===== src/common/psc_pkg.sv =====
// Purpose: Constants for the phase shedding configuration register bank
// Assumes: Register reached by command code over a management word port
// Notes:   Currents are in amperes, unsigned 8-bit
package psc_pkg;
    // ************************************************************
    // Command and page
    // ************************************************************
    localparam logic [7:0]  CMD_PHASE_SHED_CONFIG = 8'hDF;
    localparam logic [7:0]  PAGE_CHAN_A           = 8'h00;
    localparam logic [7:0]  PAGE_CHAN_B           = 8'h01;
    localparam int          NUM_CHAN              = 2;
    // ************************************************************
    // Field positions
    // ************************************************************
    localparam int          POS_LIGHT_LOAD_EN     = 15;
    localparam int          POS_DROP_2TO1         = 13;
    localparam int          POS_ADD_5TO6          = 11;
    localparam int          POS_ADD_4TO5          = 9;
    localparam int          POS_ADD_3TO4          = 7;
    localparam int          POS_ADD_2TO3          = 5;
    localparam int          POS_ADD_1TO2          = 3;
    localparam int          POS_ALLOW_SINGLE      = 2;
    localparam int          POS_PEAK_EFF_SEL      = 0;
    // Bits that exist only on channel A
    localparam logic [15:0] MASK_CHAN_A_ONLY      = 16'h1F80;
    // ************************************************************
    // Threshold arithmetic (amperes)
    // ************************************************************
    localparam logic [7:0]  PEAK_EFF_BASE_A       = 8'h0C;
    localparam logic [7:0]  PEAK_EFF_STEP_A       = 8'h02;
    localparam logic [7:0]  ADD_OFFSET_BASE_A     = 8'h06;
    localparam logic [7:0]  FINE_STEP_A           = 8'h02;
    localparam logic [7:0]  DROP_OFFSET_NEG_A     = 8'h02;
    localparam logic [7:0]  PHASE_COUNT_MAX       = 8'h06;
    localparam logic [7:0]  PHASE_COUNT_MIN_DYN   = 8'h02;
    localparam logic [2:0]  PHASES_MAX_CHAN_B     = 3'h3;
    localparam logic [2:0]  PHASES_MAX_CHAN_A     = 3'h6;
    typedef enum logic [1:0] {
        PSC_ACC_IDLE,
        PSC_ACC_WRITE,
        PSC_ACC_READ
    } psc_acc_type;
endpackage


===== src/rtl/psc_phase_shed_config.sv =====
// Purpose: Paged phase shedding configuration register and decisions
// Assumes: Word transactions decoded upstream into command/data strobes
// Notes:   Defaults come from the nonvolatile image on the first edge after reset release
//
// What this block does
// RULE_01: Register reached by command DFh words
// RULE_02: One copy per channel, page selects
// RULE_03: Bit 15 enables discontinuous conduction on one phase
// RULE_04: Bits 14:13 trim two-to-one drop
// RULE_05: Drop compares averaged per-phase current
// RULE_06: Add compares peak per-phase current
// RULE_07: Bits 12:11 trim five-to-six add
// RULE_08: Bits 10:9 trim four-to-five add
// RULE_09: All fields RW, reset from NVM
// RULE_10: Coarse field selects 12..18 A point
// RULE_11: Enable bit permits two-to-one shedding
// RULE_12: Bits 8:7 trim three-to-four add
// RULE_13: One-to-two add is 1x plus 6..12
// RULE_14: Two-to-three add is 2x plus 6..12
// RULE_15: Channel A only fields read zero on B
`timescale 1ns/1ps
module psc_phase_shed_config
    import psc_pkg::*;
(
    // Clock and reset
    input  wire logic        clk_sys,
    input  wire logic        rst,
    // Nonvolatile defaults, one word per channel
    input  wire logic [15:0] nvm_cfg_a,
    input  wire logic [15:0] nvm_cfg_b,
    // Management word port
    input  wire logic [7:0]  page,
    input  wire logic [7:0]  cmd_code,
    input  wire logic        wr_word,
    input  wire logic        rd_word,
    input  wire logic [15:0] wr_data,
    output logic      [15:0] rd_data,
    output logic             rd_valid,
    output logic             cmd_refused,
    // Current telemetry, per-phase amperes, per channel
    input  wire logic [7:0]  avg_current_a,
    input  wire logic [7:0]  peak_current_a,
    input  wire logic [7:0]  avg_current_b,
    input  wire logic [7:0]  peak_current_b,
    input  wire logic [2:0]  active_phases_a,
    input  wire logic [2:0]  active_phases_b,
    // Shedding requests and mode
    output logic             phase_add_a,
    output logic             phase_drop_a,
    output logic             phase_add_b,
    output logic             phase_drop_b,
    output logic             discontinuous_conduction_a,
    output logic             discontinuous_conduction_b
);
    // ************************************************************
    // Register storage
    // ************************************************************
    logic [15:0] cfg_q [NUM_CHAN];
    logic [15:0] cfg_d [NUM_CHAN];
    logic        loaded_q;
    logic        loaded_d;
    logic [15:0] rd_data_q, rd_data_d;
    logic        rd_valid_q, rd_valid_d;
    logic        refused_q, refused_d;
    logic        hit;
    logic        page_ok;
    logic        chan;

    assign hit     = (cmd_code == CMD_PHASE_SHED_CONFIG); // RULE_01
    assign page_ok = (page == PAGE_CHAN_A) || (page == PAGE_CHAN_B); // RULE_02
    assign chan    = (page == PAGE_CHAN_B);

    always_comb begin
        loaded_d   = 1'b1;
        cfg_d      = cfg_q;
        rd_data_d  = rd_data_q;
        rd_valid_d = 1'b0;
        refused_d  = 1'b0;
        if (!loaded_q) begin
            // Strap-like NVM words are sampled after reset release
            cfg_d[0] = nvm_cfg_a; // RULE_09
            cfg_d[1] = nvm_cfg_b & ~MASK_CHAN_A_ONLY; // RULE_15
        end else if (hit && (wr_word || rd_word)) begin
            if (!page_ok) begin
                refused_d = 1'b1;
            end else if (wr_word) begin
                cfg_d[chan] = chan ? (wr_data & ~MASK_CHAN_A_ONLY)
                                   : wr_data; // RULE_09 RULE_15
            end else begin
                rd_data_d  = cfg_q[chan];
                rd_valid_d = 1'b1;
            end
        end
    end

    always_ff @(posedge clk_sys) begin
        if (rst) begin
            cfg_q[0]   <= 16'h0000;
            cfg_q[1]   <= 16'h0000;
            loaded_q   <= 1'b0;
            rd_data_q  <= 16'h0000;
            rd_valid_q <= 1'b0;
            refused_q  <= 1'b0;
        end else begin
            cfg_q      <= cfg_d;
            loaded_q   <= loaded_d;
            rd_data_q  <= rd_data_d;
            rd_valid_q <= rd_valid_d;
            refused_q  <= refused_d;
        end
    end

    assign rd_data     = rd_data_q;
    assign rd_valid    = rd_valid_q;
    assign cmd_refused = refused_q;

    // ************************************************************
    // Per-channel shedding decisions
    // ************************************************************
    logic [7:0] avg_cur  [NUM_CHAN];
    logic [7:0] peak_cur [NUM_CHAN];
    logic [2:0] phases   [NUM_CHAN];
    logic [2:0] max_ph   [NUM_CHAN];
    logic       add_d    [NUM_CHAN];
    logic       drop_d   [NUM_CHAN];
    logic       dcond_d  [NUM_CHAN];
    logic       add_q    [NUM_CHAN];
    logic       drop_q   [NUM_CHAN];
    logic       dcond_q  [NUM_CHAN];

    assign avg_cur[0]  = avg_current_a;
    assign avg_cur[1]  = avg_current_b;
    assign peak_cur[0] = peak_current_a;
    assign peak_cur[1] = peak_current_b;
    assign phases[0]   = active_phases_a;
    assign phases[1]   = active_phases_b;
    assign max_ph[0]   = PHASES_MAX_CHAN_A;
    assign max_ph[1]   = PHASES_MAX_CHAN_B;

    genvar c;
    generate
        for (c = 0; c < NUM_CHAN; c = c + 1) begin : g_chan
            logic [7:0] drop21;
            logic [7:0] add_thr [1:5];
            logic [7:0] add_sel;
            logic       one_phase;

            psc_threshold_calc u_calc (
                .cfg                 (cfg_q[c]),
                .peak_eff_current    (),
                .drop_two_to_one_thr (drop21),
                .add_thr             (add_thr)
            );

            assign one_phase = (phases[c] == 3'h1);

            always_comb begin
                add_sel = 8'hFF;
                if (phases[c] >= 3'h1 && phases[c] <= 3'h5) begin
                    add_sel = add_thr[phases[c]];
                end
                // Peak current decides phase adding
                add_d[c] = (phases[c] < max_ph[c])
                        && (peak_cur[c] >= add_sel); // RULE_06
                // Averaged current decides the two-to-one drop;
                // stop at two phases unless single phase is allowed
                drop_d[c] = (phases[c] == 3'h2)
                         && cfg_q[c][POS_ALLOW_SINGLE] // RULE_11
                         && (avg_cur[c] <= drop21); // RULE_05
                dcond_d[c] = one_phase
                          && cfg_q[c][POS_LIGHT_LOAD_EN]; // RULE_03
            end

            always_ff @(posedge clk_sys) begin
                if (rst) begin
                    add_q[c]  <= 1'b0;
                    drop_q[c] <= 1'b0;
                    dcond_q[c] <= 1'b0;
                end else begin
                    add_q[c]  <= add_d[c];
                    drop_q[c] <= drop_d[c];
                    dcond_q[c] <= dcond_d[c];
                end
            end
        end
    endgenerate

    assign phase_add_a                = add_q[0];
    assign phase_drop_a               = drop_q[0];
    assign phase_add_b                = add_q[1];
    assign phase_drop_b               = drop_q[1];
    assign discontinuous_conduction_a = dcond_q[0];
    assign discontinuous_conduction_b = dcond_q[1];
endmodule


===== src/rtl/psc_threshold_calc.sv =====
// Purpose: Builds the add and drop thresholds for one channel
// Assumes: Config word already masked for the channel
// Notes:   Purely combinational, registered by the caller
`timescale 1ns/1ps
module psc_threshold_calc
    import psc_pkg::*;
(
    // Configuration
    input  wire logic [15:0] cfg,
    // Thresholds in amperes
    output logic      [7:0]  peak_eff_current,
    output logic      [7:0]  drop_two_to_one_thr,
    output logic      [7:0]  add_thr [1:5]
);
    logic [7:0] iep;
    logic [1:0] code [1:5];

    assign code[1] = cfg[POS_ADD_1TO2 +: 2];
    assign code[2] = cfg[POS_ADD_2TO3 +: 2];
    assign code[3] = cfg[POS_ADD_3TO4 +: 2];
    assign code[4] = cfg[POS_ADD_4TO5 +: 2];
    assign code[5] = cfg[POS_ADD_5TO6 +: 2];

    always_comb begin
        iep = PEAK_EFF_BASE_A
            + PEAK_EFF_STEP_A * {6'h00, cfg[POS_PEAK_EFF_SEL +: 2]}; // RULE_10
        peak_eff_current    = iep;
        // Code 00b sits 2 A below one times the peak point
        drop_two_to_one_thr = iep - DROP_OFFSET_NEG_A
            + FINE_STEP_A * {6'h00, cfg[POS_DROP_2TO1 +: 2]}; // RULE_04
    end

    genvar n;
    generate
        for (n = 1; n <= 5; n = n + 1) begin : g_add
            // n times the peak point plus 6..12 A
            assign add_thr[n] = iep * 8'(n) // RULE_13 RULE_14
                + ADD_OFFSET_BASE_A // RULE_12 RULE_08
                + FINE_STEP_A * {6'h00, code[n]}; // RULE_07
        end
    endgenerate
endmodule

===== config.mk =====
export PLATFORM = sky130hd
export DESIGN_NAME = psc_phase_shed_config
export DESIGN_NICKNAME = d
export VERILOG_FILES = /design/src/common/psc_pkg.sv /design/src/rtl/psc_phase_shed_config.sv /design/src/rtl/psc_threshold_calc.sv
export SDC_FILE = /design/constraint.sdc
export NUM_CORES = 1
export LEC_CHECK = 0
export ABC_AREA = 1
export BUFFER_PORTS_ARGS = -buffer_cell sky130_fd_sc_hd__buf_2
export CORE_ASPECT_RATIO = 0.75
export CORE_MARGIN = 5
export CORE_UTILIZATION = 52
export CTS_CLUSTER_SIZE = 16
export DETAILED_ROUTE_END_ITERATION = 10
export PLACE_DENSITY = 0.77
export SLEW_MARGIN = 20
export SYNTH_ARGS = -nofsm -noshare
export SYNTH_HDL_FRONTEND = slang
export SYNTH_HIERARCHICAL = 1
export SYNTH_SLANG_ARGS = --single-unit

===== constraint.sdc =====
create_clock -name clk_sys -period 7.8 [get_ports clk_sys]
set_input_delay 1.56 -clock clk_sys [delete_from_list [all_inputs] [get_ports clk_sys]]
set_output_delay 1.56 -clock clk_sys [all_outputs]
set_load 0.05 [all_outputs]

==> metrics.txt <==
Post-Route Skew=0.006808 ns; largest net degree at the start of global routing=45; Clock Latency Late Sink=0.33 ns; Total GRT Usage=23.15%; first-pass GRT wire length=25.54 mm; CTS tree=yes; run status=finished clean; H-tree levels=3; Static Leak=roughly 0.0036 uW; Period minus WS final=approximately 4.1 ns; Die ar.=0.01361 mm^2; gr ovfl total=0; Setup TNS=0 ns; clk root buf=clkbuf_16; fin crit share=a little over half; post-CTS setup buffers=0; # port buffers=between 100 and 150; PwrDens=roughly 150 mW/mm^2; initial core utilization=53.57%; cts hold-fix bufs=0; WL per Instance=13.06 um; Num CTS Buffers=9; Most common cell on crit path=inv_1; DP HPWL=12.38 mm; CP peak stage delay=0.67 ns; YS warnings=6; post-CTS sizing=0; Placeable Area=0.01102 mm^2; Sink Count=57; fin. max-slew vios=0; critical path cell sequence=inv_1, ha_1, xnor2_1, xor2_1, ha_1, inv_1, fa_1, inv_1, o21ai_0, a21oi_1, nor2_1, ha_1, nand2_1, inv_1, o21ai_0, nand2_1, nand2_1, o2111ai_1, nand2_1, inv_1; fmax=around 240 MHz; Vias/cell=5.054; FF-to-FF path depth=20; Synth Instances=941; # Max-Cap Violations=0; Mean Syn Cell Area=between 6 and 7 um^2; router iterations before antenna repair=5; Req. time, crit path=8.02 ns; Rows=33; # diodes=0; critical path class=reg -> reg; slowest cell on the critical path=ha_1; relative slew slack=44.96%; vias in the first global route=5439; critical path endpoint=add_q[1]; via count=5989; I/O pin count=130; Hold Slack=~0.46 ns; DR iter-0 viols=441; initial antenna violation count=0; # DRC=0; final-report setup violation count=0; Netlist Area Pre-Place=0.005906 mm^2; Worst Setup SP=cfg_q[0]; Hold Path Class=reg -> reg; RSZ-0062 raised after global routing=no; launch point of the worst reg-to-reg path=cfg_q[0]; area grow syn2layout=13.98%; final WL=15.47 mm; clock transition at the registers of the reported paths=0.05 ns; clk buf depth=2; Worst Path Max Fanout=11; fraction of layout cells with a size suffix above 1=between 10% and 20%; crit path capture type=flop; peak supply drop=between 0.1 and 0.15 mV; Worst-Margin Slew=0.8247 ns; die span in y=102.3 um; gpl congestion=0.9373; flop2flop setup slack=3.66 ns; Arr. time, crit path=4.36 ns; Startpoint Class=flop; DRT antenna net count=0; die span in x=133.1 um; nets@finish=1231; reg-to-reg endpoint=add_q[1]; Final Hold Viols=0
[worst min-delay path by stage]
stage	from	endpoint	slack [ns]	cells past startpoint
global placement	cfg_q[8]	cfg_q[8]	0.45	2
CTS	cfg_q[8]	cfg_q[8]	0.46	2
floorplan	cfg_q[12]	cfg_q[12]	0.43	2
detailed placement	cfg_q[8]	cfg_q[8]	0.45	2
finish	cfg_q[8]	cfg_q[8]	0.46	2
global route	cfg_q[8]	cfg_q[8]	0.48	2
[sequential cells by signal, indices dropped and copies added (netlist names)]
| register | cells |
|---|---|
| cmd_refused | 1 |
| drop_q | 2 |
| add_q | 2 |
| rd_data | 16 |
| rd_valid | 1 |
| cfg_q | 32 |
| loaded_q | 1 |
| dcond_q | 2 |
[report_power, final]
| part | switching [uW] | internal, uW | total, uW |
|---|---|---|---|
| logic | 157 | 106 | 263 |
| clock network | 131 | 286 | 416 |
| registers | 14.6 | 302 | 316 |
[routing by layer]
| metal | routed length, um | vias up | part of all wire, % | GRT usage [%] |
|---|---|---|---|---|
| met5 | 0 | - | 0 | 0 |
| met4 | 201 | 0 | 1.3 | 5.751 |
| met3 | 1431 | 19 | 9.2 | 6.053 |
| met2 | 6257 | 244 | 40 | 34.17 |
| met1 | 7583 | 2594 | 49 | 33.64 |
| li1 | - | 3132 | - | - |
[through the flow]
step	worst slack (ns)	total power, uW	utilization (%)	cells	area [um^2]
final	3.660	995.7	61.06	1185	6731
after global routing	3.312	1063	61.06	1185	6731
after CTS	3.692	998.7	61.06	1185	6731
after detailed placement	3.657	581.7	58.23	1170	6420
after global placement	3.667	576.2	58.23	1170	6420
after floorplan	4.350	517.1	-	967	6003
[cell usage in the layout, fill, tap and decap left out, types with 3 or more instances in the layout]
master / count
a21oi_1: 50
nor2_2: 5
o21ai_0: 102
inv_1: 124
nor3_1: 14
xor2_1: 10
dfxtp_1: 57
nand4_1: 6
fa_1: 12
nand3b_1: 7
nor2_1: 163
ha_1: 72
xnor2_1: 8
nand2_1: 181
inv_2: 3
clkbuf_16: 9
buf_2: 123
conb_1: 28
nand3_1: 43
clkinv_1: 5
[worst max-delay path, delay by kind of cell, from the launching register on]
kind	cells	cell delay, ns
xor+xnor	2	0.39
fa+ha+maj	4	1.57
simple gates	5	0.37
flops	1	0.66
compound gates	4	0.47
buf+inv	5	0.56
[cell type report]
class                           instances  area [um^2]
Fill cell                            1093         4293
Multi-Input combinational cell        716         3978
Sequential cell                        57         1141
Timing Repair Buffer                  125        630.6
Inverter                              132        495.5
Clock buffer                           12        246.5
Tap cell                              140        175.2
Clock inverter                          3        65.06
(Power assumes the default switching activity.)
